**config.mk**
```make
export PLATFORM = sky130hd
export DESIGN_NAME = erx_alarm_int
export DESIGN_NICKNAME = d
export VERILOG_FILES = /design/src/hw/erx_pkg.sv /design/src/hw/erx_alarm_int.sv /design/src/hw/erx_trace_mem.sv
export SDC_FILE = /design/constraint.sdc
export NUM_CORES = 1
export LEC_CHECK = 0
export ABC_AREA = 0
export BUFFER_PORTS_ARGS = -buffer_cell sky130_fd_sc_hd__buf_4
export CAP_MARGIN = 20
export CORE_MARGIN = 2
export CORE_UTILIZATION = 45
export CTS_CLUSTER_SIZE = 16
export DETAILED_ROUTE_END_ITERATION = 8
export PLACE_DENSITY_LB_ADDON = 0.15
export SLEW_MARGIN = 10
export SYNTH_ARGS = -nofsm -noshare
export SYNTH_HDL_FRONTEND = slang
export SYNTH_SLANG_ARGS = --single-unit
export TNS_END_PERCENT = 1
```
**constraint.sdc**
```tcl
create_clock -name pclk -period 5.5 [get_ports pclk]
set_clock_uncertainty 0.2 [all_clocks]
set_input_delay 1.375 -clock pclk [delete_from_list [all_inputs] [get_ports pclk]]
set_output_delay 1.375 -clock pclk [all_outputs]
set_load 0.02 [all_outputs]
```
**src/hw/erx_pkg.sv**
```systemverilog
// Package for the E3 receive alarm interrupt block
// Assumes a single pclk domain and an APB register interface
package erx_pkg;

  // ----------------------------------------------------------------
  // Register offsets (byte addresses are four times the index)
  // ----------------------------------------------------------------
  localparam logic [7:0] IDX_CFG_STATE = 8'h11; // Config and alarm state
  localparam logic [7:0] IDX_INT_EN = 8'h13; // Interrupt enable
  localparam logic [7:0] IDX_INT_FLAGS = 8'h15; // Interrupt flags
  localparam logic [7:0] IDX_TRACE_FIRST = 8'h1C; // First trace byte
  localparam logic [7:0] IDX_TRACE_LAST = 8'h2B; // Last trace byte

  // ----------------------------------------------------------------
  // Field positions
  // ----------------------------------------------------------------
  localparam int BIT_FAR_FAIL_STATE = 0; // Far-end failure state
  localparam int BIT_ALL_ONES_STATE = 3; // All-ones alarm state
  localparam int BIT_ALGO_SELECT = 7; // Writable algorithm select
  localparam int BIT_FAIL_INT = 3; // Far-end failure interrupt
  localparam int BIT_BLOCK_ERR_INT = 4; // Block error interrupt
  localparam int BIT_TRACE_INT = 6; // Trace change interrupt
  localparam int MA_FAIL_BIT = 7; // Failure bit in maintenance byte
  localparam int MA_BLOCK_ERR_BIT = 6; // Block error bit in maint. byte

  // ----------------------------------------------------------------
  // Masks and reset values
  // ----------------------------------------------------------------
  localparam logic [7:0] INT_EN_WMASK = 8'h5F; // Writable enable bits
  localparam logic [7:0] INT_EN_RESET = 8'h00; // Enables after reset
  localparam logic [7:0] FLAGS_RESET = 8'h00; // Flags after reset
  localparam logic [7:0] TRACE_RESET = 8'h00; // Trace bytes after reset

  // ----------------------------------------------------------------
  // Alarm detection thresholds
  // ----------------------------------------------------------------
  localparam int ALL_ONES_MAX_ZEROS = 7; // Zeros at or under: alarm frame
  localparam int ALL_ONES_CLR_ZEROS = 8; // Zeros at or over: clean frame
  localparam int ALL_ONES_FRAMES = 2; // Consecutive frames needed
  localparam int TRACE_LEN = 16; // Trace message length in bytes
  localparam int ZCNT_W = 12; // Width of zero counter

endpackage

```
**src/hw/erx_alarm_int.sv**
```systemverilog
// E3 receive alarm and event interrupt logic with APB registers
// Assumes a framer upstream giving bit and byte strobes, frame marks and the
// maintenance byte, all synchronous to pclk
//
// Functional notes
// all-ones alarm: <=7 zeros over 2 frames
// alarm true sends far-end failure automatically
// alarm false stops far-end failure automatically
// trace message change raises interrupt when enabled
// enable bit 6 at 0x13 gates trace
// trace change sets flag bit 6, IRQ low
// new trace stored in bytes 0x1C-0x2B
// software reads all sixteen trace bytes
// far-end failure change both ways interrupts
// failure bit set declares far-end failure
// failure bit clear clears far-end failure
// enable bit 3 at 0x13 gates failure
// failure change sets flag bit 3, IRQ low
// bit 0 at 0x11 shows failure state
// each block-error frame raises interrupt when enabled
// enable bit 4 gates; flag bit 4
// reading flags clears them; IRQ releases
//
// Our own choice: the APB interface to the registers.
`timescale 1ns/10ps
`default_nettype none
module erx_alarm_int
  import erx_pkg::*;
(
  input wire logic pclk,
  input wire logic presetn,
  input wire logic psel,
  input wire logic penable,
  input wire logic pwrite,
  input wire logic [11:0] paddr,
  input wire logic [31:0] pwdata,
  output logic [31:0] prdata,
  output logic pready,
  output logic pslverr,
  input wire logic rx_bit_valid,
  input wire logic rx_bit,
  input wire logic rx_frame_end,
  input wire logic rx_ma_valid,
  input wire logic [7:0] rx_maintenance_byte,
  input wire logic rx_trace_valid,
  input wire logic [7:0] rx_trace_byte,
  input wire logic rx_trace_start,
  input wire logic rx_trace_end,
  output logic tx_far_end_receive_failure,
  output logic irq_n
);

  // ----------------------------------------------------------------
  // Register address decode
  // ----------------------------------------------------------------
  // Register index of a byte address, or all ones when unaligned
  function automatic logic [9:0] reg_index(input logic [11:0] a);
    reg_index = (a[1:0] == 2'b00) ? a[11:2] : 10'h3FF;
  endfunction

  // True when the index falls in the trace byte window
  function automatic logic is_trace(input logic [9:0] idx);
    is_trace = (idx >= {2'b00, IDX_TRACE_FIRST}) &&
               (idx <= {2'b00, IDX_TRACE_LAST});
  endfunction

  logic [9:0] idx; // Decoded word index
  logic setup_rd; // Read setup cycle
  logic acc_rd; // Read access phase, wait state cycle included
  logic acc_wr; // Write access completes
  logic mapped; // Address hits a register
  assign idx = reg_index(paddr);
  assign mapped = (idx == {2'b00, IDX_CFG_STATE}) ||
                  (idx == {2'b00, IDX_INT_EN}) ||
                  (idx == {2'b00, IDX_INT_FLAGS}) || is_trace(idx);
  logic rd_wait_done; // First read access cycle has passed
  logic rd_load; // Read data is captured this cycle
  assign setup_rd = psel && !penable && !pwrite;
  assign acc_rd = psel && penable && !pwrite;
  assign acc_wr = psel && penable && pwrite && mapped;
  assign rd_load = acc_rd && !rd_wait_done;
  // Writes finish in one access cycle; reads take one wait state so
  // that the registered read data stands while pready is high
  assign pready = !rd_load;
  assign pslverr = psel && penable && !mapped;

  // Wait state marker, set by the first access cycle of a read
  always_ff @(posedge pclk or negedge presetn)
  begin
    if (!presetn)
      rd_wait_done <= 1'b0;
    else
      rd_wait_done <= rd_load;
  end

  // ----------------------------------------------------------------
  // Control registers
  // ----------------------------------------------------------------
  logic [7:0] int_en; // Interrupt enables
  logic algo_select; // Writable mode bit of the state register

  // Software writes to the enable register and the writable mode bit
  always_ff @(posedge pclk or negedge presetn)
  begin
    if (!presetn)
    begin
      int_en <= INT_EN_RESET;
      algo_select <= 1'b0;
    end
    else if (acc_wr)
    begin
      if (idx == {2'b00, IDX_INT_EN})
        int_en <= pwdata[7:0] & INT_EN_WMASK;
      if (idx == {2'b00, IDX_CFG_STATE})
        algo_select <= pwdata[BIT_ALGO_SELECT];
    end
  end

  // ----------------------------------------------------------------
  // All-ones alarm detection
  // ----------------------------------------------------------------
  logic [ZCNT_W-1:0] zero_cnt; // Zeros seen in the current frame
  logic [ZCNT_W-1:0] next_zero_cnt; // Count including this bit
  logic [1:0] low_run; // Consecutive frames with few zeros
  logic [1:0] high_run; // Consecutive frames with many zeros
  logic all_ones_state; // Alarm condition
  logic frame_low; // This frame has few zeros
  logic frame_high; // This frame has many zeros

  assign next_zero_cnt = zero_cnt +
    ZCNT_W'(rx_bit_valid && !rx_bit);
  assign frame_low = next_zero_cnt <= ZCNT_W'(ALL_ONES_MAX_ZEROS);
  assign frame_high = next_zero_cnt >= ZCNT_W'(ALL_ONES_CLR_ZEROS);

  // Count zeros per frame, restart at frame end
  always_ff @(posedge pclk or negedge presetn)
  begin
    if (!presetn)
      zero_cnt <= '0;
    else if (rx_frame_end)
      zero_cnt <= '0;
    else if (rx_bit_valid && !rx_bit && !(&zero_cnt))
      zero_cnt <= next_zero_cnt;
  end

  // Declare after two low frames, clear after two high frames
  always_ff @(posedge pclk or negedge presetn)
  begin
    if (!presetn)
    begin
      low_run <= 2'h0;
      high_run <= 2'h0;
      all_ones_state <= 1'b0;
    end
    else if (rx_frame_end)
    begin
      // Saturating runs of qualifying frames
      low_run <= frame_low ?
        ((low_run == 2'(ALL_ONES_FRAMES)) ? low_run : low_run + 2'h1) :
        2'h0;
      high_run <= frame_high ?
        ((high_run == 2'(ALL_ONES_FRAMES)) ? high_run : high_run + 2'h1) :
        2'h0;
      if (frame_low && low_run == 2'(ALL_ONES_FRAMES - 1))
        all_ones_state <= 1'b1;
      else if (frame_high && high_run == 2'(ALL_ONES_FRAMES - 1))
        all_ones_state <= 1'b0;
    end
  end

  // Far-end failure reply follows the alarm with no software help
  always_ff @(posedge pclk or negedge presetn)
  begin
    if (!presetn)
      tx_far_end_receive_failure <= 1'b0;
    else
      tx_far_end_receive_failure <= all_ones_state;
  end

  // ----------------------------------------------------------------
  // Maintenance byte: far-end failure and block error
  // ----------------------------------------------------------------
  logic far_fail_state; // Present far-end failure condition
  logic fail_change; // Failure state changes this cycle
  logic block_err_evt; // Block error frame received

  assign fail_change = rx_ma_valid &&
    (rx_maintenance_byte[MA_FAIL_BIT] != far_fail_state);
  assign block_err_evt = rx_ma_valid &&
    rx_maintenance_byte[MA_BLOCK_ERR_BIT];

  // Track the failure bit of each incoming maintenance byte
  always_ff @(posedge pclk or negedge presetn)
  begin
    if (!presetn)
      far_fail_state <= 1'b0;
    else if (fail_change)
      far_fail_state <= rx_maintenance_byte[MA_FAIL_BIT];
  end

  // ----------------------------------------------------------------
  // Trace message capture and compare
  // ----------------------------------------------------------------
  logic [7:0] shadow [TRACE_LEN]; // Message being received
  logic [7:0] stored [TRACE_LEN]; // Copy of last stored message
  logic [3:0] trace_pos; // Byte position in the message
  logic msg_differs; // Any byte differs so far
  logic trace_evt; // New message detected
  logic [3:0] copy_pos; // Copy pointer into the memory
  logic copy_busy; // Copy in progress
  logic [7:0] mem_rd; // Memory read data
  logic byte_diff; // Incoming byte differs from stored
  logic finish_diff; // Message complete and differs

  assign byte_diff = rx_trace_byte != stored[trace_pos];
  assign finish_diff = rx_trace_valid && rx_trace_end &&
    (msg_differs || byte_diff);
  assign trace_evt = finish_diff;

  // Collect bytes and note whether the message changed
  always_ff @(posedge pclk or negedge presetn)
  begin
    if (!presetn)
    begin
      trace_pos <= 4'h0;
      msg_differs <= 1'b0;
    end
    else if (rx_trace_valid)
    begin
      if (rx_trace_end)
      begin
        trace_pos <= 4'h0;
        msg_differs <= 1'b0;
      end
      else
      begin
        trace_pos <= rx_trace_start ? 4'h1 : trace_pos + 4'h1;
        msg_differs <= rx_trace_start ? (rx_trace_byte != stored[0]) :
          (msg_differs || byte_diff);
      end
    end
  end

  // Shadow bytes and reference copy, one generate slice per byte
  genvar g;
  generate
    for (g = 0; g < TRACE_LEN; g++)
    begin : g_trace
      always_ff @(posedge pclk or negedge presetn)
      begin
        if (!presetn)
        begin
          shadow[g] <= TRACE_RESET;
          stored[g] <= TRACE_RESET;
        end
        else
        begin
          if (rx_trace_valid && trace_pos == 4'(g) && !rx_trace_start)
            shadow[g] <= rx_trace_byte;
          else if (rx_trace_valid && rx_trace_start && g == 0)
            shadow[g] <= rx_trace_byte;
          // Reference takes the new message when it differs
          if (trace_evt)
            stored[g] <= (g == TRACE_LEN - 1) ? rx_trace_byte :
              shadow[g];
        end
      end
    end
  endgenerate

  // Copy the new message into the readable trace bytes
  always_ff @(posedge pclk or negedge presetn)
  begin
    if (!presetn)
    begin
      copy_busy <= 1'b0;
      copy_pos <= 4'h0;
    end
    else if (trace_evt)
    begin
      copy_busy <= 1'b1;
      copy_pos <= 4'h0;
    end
    else if (copy_busy)
    begin
      copy_pos <= copy_pos + 4'h1;
      if (copy_pos == 4'(TRACE_LEN - 1))
        copy_busy <= 1'b0;
    end
  end

  // Readable byte store; read address taken in the setup cycle
  erx_trace_mem u_mem (
    .pclk(pclk),
    .presetn(presetn),
    .wr_en(copy_busy),
    .wr_addr(copy_pos),
    .wr_data(stored[copy_pos]),
    .rd_addr(4'(idx - {2'b00, IDX_TRACE_FIRST})),
    .rd_data(mem_rd)
  );

  // ----------------------------------------------------------------
  // Interrupt flags and request
  // ----------------------------------------------------------------
  logic [7:0] int_flags; // Sticky event flags
  logic [7:0] evt_vec; // Events this cycle
  logic flags_read; // Flag register read in its first access cycle

  assign evt_vec = (8'(trace_evt) << BIT_TRACE_INT) |
                   (8'(fail_change) << BIT_FAIL_INT) |
                   (8'(block_err_evt) << BIT_BLOCK_ERR_INT);
  assign flags_read = rd_load && idx == {2'b00, IDX_INT_FLAGS};

  // Set on enabled events; a read clears, but a new event still wins
  always_ff @(posedge pclk or negedge presetn)
  begin
    if (!presetn)
      int_flags <= FLAGS_RESET;
    else if (flags_read)
      int_flags <= evt_vec & int_en;
    else
      int_flags <= int_flags | (evt_vec & int_en);
  end

  // Request is low while any enabled flag is set
  always_ff @(posedge pclk or negedge presetn)
  begin
    if (!presetn)
      irq_n <= 1'b1;
    else
      irq_n <= ~|(next_flags() & int_en);
  end

  // Value the flag register takes at the coming edge
  function automatic logic [7:0] next_flags();
    next_flags = flags_read ? (evt_vec & int_en) :
      (int_flags | (evt_vec & int_en));
  endfunction

  // ----------------------------------------------------------------
  // Read data
  // ----------------------------------------------------------------
  logic [7:0] state_reg; // Config and alarm state value
  assign state_reg = {algo_select, 3'b000, all_ones_state, 2'b00,
                      far_fail_state};

  // Registered read data, trace bytes come through the memory
  always_ff @(posedge pclk or negedge presetn)
  begin
    if (!presetn)
      prdata <= 32'h0000_0000;
    else if (setup_rd)
      prdata <= 32'h0000_0000;
    else if (rd_load)
    begin
      if (idx == {2'b00, IDX_CFG_STATE})
        prdata <= {24'h000000, state_reg};
      else if (idx == {2'b00, IDX_INT_EN})
        prdata <= {24'h000000, int_en};
      else if (idx == {2'b00, IDX_INT_FLAGS})
        prdata <= {24'h000000, int_flags};
      else if (is_trace(idx))
        prdata <= {24'h000000, mem_rd};
      else
        prdata <= 32'h0000_0000;
    end
  end

endmodule
`default_nettype wire

```
**src/hw/erx_trace_mem.sv**
```systemverilog
// Sixteen-byte store for the received trace message
// Assumes one writer port and one registered read port, same clock
`timescale 1ns/10ps
`default_nettype none
module erx_trace_mem
  import erx_pkg::*;
(
  input wire logic pclk,
  input wire logic presetn,
  input wire logic wr_en,
  input wire logic [3:0] wr_addr,
  input wire logic [7:0] wr_data,
  input wire logic [3:0] rd_addr,
  output logic [7:0] rd_data
);

  // Byte storage
  logic [7:0] mem [TRACE_LEN];

  // ----------------------------------------------------------------
  // Write and registered read
  // ----------------------------------------------------------------
  always_ff @(posedge pclk or negedge presetn)
  begin
    if (!presetn)
    begin
      for (int i = 0; i < TRACE_LEN; i++)
        mem[i] <= TRACE_RESET;
      rd_data <= TRACE_RESET;
    end
    else
    begin
      if (wr_en)
        mem[wr_addr] <= wr_data;
      rd_data <= mem[rd_addr];
    end
  end

endmodule
`default_nettype wire

```
==> results.txt <==
The flow ran to the end, and the final reports show no timing, DRC or antenna violations. The run gives 0 as the number of warnings issued by yosys. Data on the critical path arrives at its endpoint at 3270 ps. The y dimension of the die is 218 µm, and the site row count is 78. The met3 capacity usage during global routing was 0.0296. The number of clock buffers added by TritonCTS is 48. For this design the static power due to leakage is 10.6 nW. The share of synthesized flip-flops with an asynchronous set or reset is 1.00.

The slew of the pin with the lowest slew margin is 1060 ps, and the total power per unit cell area is 422 nW/µm². In the final layout, the multi-input gates occupy 9030 µm². The logs give 5 for the number of iterations in the first detailed-routing pass and 4013 for the count of fill cells added during filler insertion.

Largest fanout of any net on the critical path: 9. The total global-route track usage is 0.210. The class of the tightest hold or removal check is reg2reg. Port buffering added 52 buffers. Entering global routing, the biggest net connects 113 pins. Gates resized during post-CTS repair numbered 0. From synthesis to final layout, the design area changed by 11.9%.

The clock reaches the later pin of the worst-skew pair after 590 ps. The logs give 0 for the final hold violation count and 0 for the post-cts hold buffer count. The run gives 1692 as the number of standard cells after synthesis.

Once layout is complete, the cells apart from fillers number 2347. Buffers added to address setup during post-CTS repair amount to 0. The run gives 0.346 as the met2 demand-to-capacity share in global routing.

For this run, the leading register cell type out of synthesis is sky130_fd_sc_hd__dfrtp_1. The area enclosed by the die boundary is 47400 µm², and the core footprint is 45300 µm². The biggest area contributor in the post-synthesis netlist is sky130_fd_sc_hd__dfrtp_1. The first routing iteration left 840 violations. Ranked by instance count, the synthesized netlist is headed by sky130_fd_sc_hd__dfrtp_1, sky130_fd_sc_hd__nand2_1, sky130_fd_sc_hd__mux2_2. The global-route met1 utilization is 0.288, and the horizontal die dimension is 218 µm.

For the sequential share of the synthesized area, the log shows 0.531. The run gives 77.6 mm as the global-route wire length before repair. Setup total negative slack on the finished layout was measured at 0 ps.

The initial antenna violation count is 0, and the global placement routability congestion is 0.821. The tools report the via count of the first global-routing pass as 13353. The count of nets left with antenna violations once routing finished came out at 0. After detailed routing, the number of vias per cell comes to 5.51. The clock passes through at most 3 buffers.

The worst setup path is captured at a primary output. The logs give 1798 for the final layout net count and 0.331 for the clock power share. The logs give 0.000264 V for the maximum vdd drop and 436 for the number of clock sinks.

The category of the most critical setup path was in2out. The design draws 9.72 mW. The internal power of the cells totals 6.68 mW.

108 I/O pins were placed. Including well taps, the total number of placed cells is 2258. The run gives 0.294 as the worst slew slack as a fraction of its limit.

The library cell with the highest instance count after synthesis was sky130_fd_sc_hd__dfrtp_1. In the final routed layout, each cell accounts on average for 20.4 µm. The launching element type of the critical path is an input pin. The global route total overflow was 0.

For the setup violation total in the final timing report, the log shows 0. Detailed routing inserted a total of 12939 vias. The final-report max-slew violation count was 0; the mean cell area of the mapped netlist was 12.2 µm². Setup repair after global routing left no endpoint under its margin. The area share of the leading cell type in the synthesized netlist is 0.529. Once detailed placement completed, the half-perimeter wirelength came to 30.3 mm. 0 antenna diodes ended up in the layout. Based on the critical path, the design can be clocked at up to 207 MHz. The routed design has 47.9 mm of wire. The minimum clock period is 4840 ps, and the max-cap violation count is 0. The fraction of power spent switching nets is 0.313. The busiest layer in global routing was met2. The synthesized netlist contains 61 unique library cells.

After synthesis the netlist holds a flip-flop and latch count of 436. The tree is rooted in a sky130_fd_sc_hd__clkbuf_16. The fraction of layout cells with a size suffix above 1 is 0.285. The cell area that synthesis handed to floorplanning was 20600 µm².

Portion of total power attributed to sequential cells: 0.444. The logs give 0.454 for the initial core utilization and 0.226 for the proportion of power drawn by combinational gates. The number of H-tree branching levels is 2. After detailed routing, the number of remaining DRC violations is 0.

STA puts the critical path data required time at 3920 ps. In this run, synthesis inferred 0 flip-flops with an integrated enable. TritonCTS built the clock tree.

The analysis attributes to net switching a power of 3.05 mW. In the final layout, flip-flops and latches occupy 10900 µm². The CTS clock-pin slew for the worst setup and hold paths is 60 ps, and the post-route fraction of the period consumed by the critical path is 0.880.

By area the synthesized netlist is led by sky130_fd_sc_hd__dfrtp_1, sky130_fd_sc_hd__mux2_2, sky130_fd_sc_hd__mux4_2.
power groups by stage:
| stage | Clock [mW] | Sequential (mW) | Combinational, mW |
|---|---|---|---|
| after CTS | 3.29 | 4.31 | 2.23 |
| after floorplan | 0 | 4.14 | 1.61 |
| after global routing | 3.43 | 4.41 | 2.45 |
| after detailed placement | 0 | 4.37 | 2.22 |
| final | 3.22 | 4.31 | 2.19 |
| after global placement | 0 | 4.33 | 2.16 |
critical path, cell delays in order:
cell and delay [ps]:
sky130_fd_sc_hd__buf_4 140, sky130_fd_sc_hd__or3_1 440, sky130_fd_sc_hd__ha_1 220, sky130_fd_sc_hd__a21boi_0 160
sky130_fd_sc_hd__o22ai_1 100, sky130_fd_sc_hd__and3_1 280, sky130_fd_sc_hd__nor4_1 350, sky130_fd_sc_hd__buf_4 210
routing by layer:
| metal | wire length [µm] | share of wire | vias to the layer above |
|---|---|---|---|
| met3 | 1700 | 0.035 | 78 |
| met5 | 0 | 0 | - |
| met1 | 21900 | 0.46 | 6613 |
| li1 | - | - | 6021 |
| met4 | 1260 | 0.026 | 0 |
| met2 | 23100 | 0.48 | 227 |
final cells by class:
type | instances | share of cell area
Inverter | 16 | 0.00261
Sequential cell | 436 | 0.474
Tap cell | 600 | 0.0326
Clock inverter | 13 | 0.00658
Timing Repair Buffer | 81 | 0.0295
Clock buffer | 76 | 0.0624
Multi-Input combinational cell | 1125 | 0.392
cells in the final DEF (no fill, tap or decap), types with 9 or more instances in the layout:
| cell | instances |
|---|---|
| sky130_fd_sc_hd__dfrtp_1 | 431 |
| sky130_fd_sc_hd__nand2_1 | 283 |
| sky130_fd_sc_hd__mux2_2 | 220 |
| sky130_fd_sc_hd__o21ai_0 | 143 |
| sky130_fd_sc_hd__buf_4 | 75 |
| sky130_fd_sc_hd__mux4_2 | 63 |
| sky130_fd_sc_hd__clkbuf_16 | 48 |
| sky130_fd_sc_hd__mux2i_1 | 44 |
| sky130_fd_sc_hd__mux2_4 | 43 |
| sky130_fd_sc_hd__nor2_1 | 36 |
| sky130_fd_sc_hd__nand3_1 | 31 |
| sky130_fd_sc_hd__a311oi_1 | 28 |
| sky130_fd_sc_hd__conb_1 | 24 |
| sky130_fd_sc_hd__nor2b_1 | 21 |
| sky130_fd_sc_hd__xor2_1 | 20 |
| sky130_fd_sc_hd__ha_1 | 18 |
| sky130_fd_sc_hd__a211oi_1 | 16 |
| sky130_fd_sc_hd__inv_1 | 15 |
| sky130_fd_sc_hd__clkbuf_1 | 15 |
| sky130_fd_sc_hd__xnor2_1 | 14 |
| sky130_fd_sc_hd__clkbuf_8 | 13 |
| sky130_fd_sc_hd__a21oi_1 | 12 |
| sky130_fd_sc_hd__a31oi_1 | 11 |
| sky130_fd_sc_hd__nand4_1 | 11 |
| sky130_fd_sc_hd__a21o_1 | 9 |
cells by family (layout without fill, tap and decap cells):
kind of cell,count (synthesis),count (layout),share of synthesized area
AO/OA/AOI/OAI,258,258,0.0773
XOR/XNOR,34,34,0.0145
adder cells (fa/ha/maj),18,18,0.0110
buffers and inverters,154,186,0.0361
flip-flops,436,436,0.531
multiplexers,370,370,0.242
other,1,24,0.000182
AND/OR/NAND/NOR,421,421,0.0882
sequential cells by signal (all words and copies together) (netlist names), 2 cells and up:
signal / cells
zero_cnt: 12
stored: 128
trace_pos: 4
u_mem.rd_data: 8
prdata: 8
int_flags: 6
shadow: 120
low_run: 2
high_run: 2
copy_pos: 4
int_en: 6
u_mem.mem: 128
through the flow:
step | util | setup WS [ps] | hold slack, ps | area, µm²
global route | 0.508 | 502 | 295 | 23000
finish | 0.508 | 658 | 270 | 23000
floorplan | - | 166 | 195 | 20700
global placement | 0.473 | 678 | 254 | 21400
detailed placement | 0.473 | 661 | 260 | 21400
CTS | 0.508 | 652 | 273 | 23000
final timing paths:
check	end	slack [ps]	cells after the start	start
setup / recovery	pslverr	660	8	paddr[1]
min in group asynchronous	zero_cnt[7]$_DFFE_PN0P_	630	1	presetn
setup reg to reg	stored[93]$_DFFE_PN0N_	1480	9	trace_pos[0]$_DFFE_PN0P_
hold / removal	prdata[5]$_DFFE_PN0P_	270	2	prdata[5]$_DFFE_PN0P_
max in group asynchronous	shadow[26]$_DFFE_PN0P_	3320	2	presetn
hold reg to reg	prdata[5]$_DFFE_PN0P_	270	2	prdata[5]$_DFFE_PN0P_
Note: power is estimated with default switching activity, not from simulation.
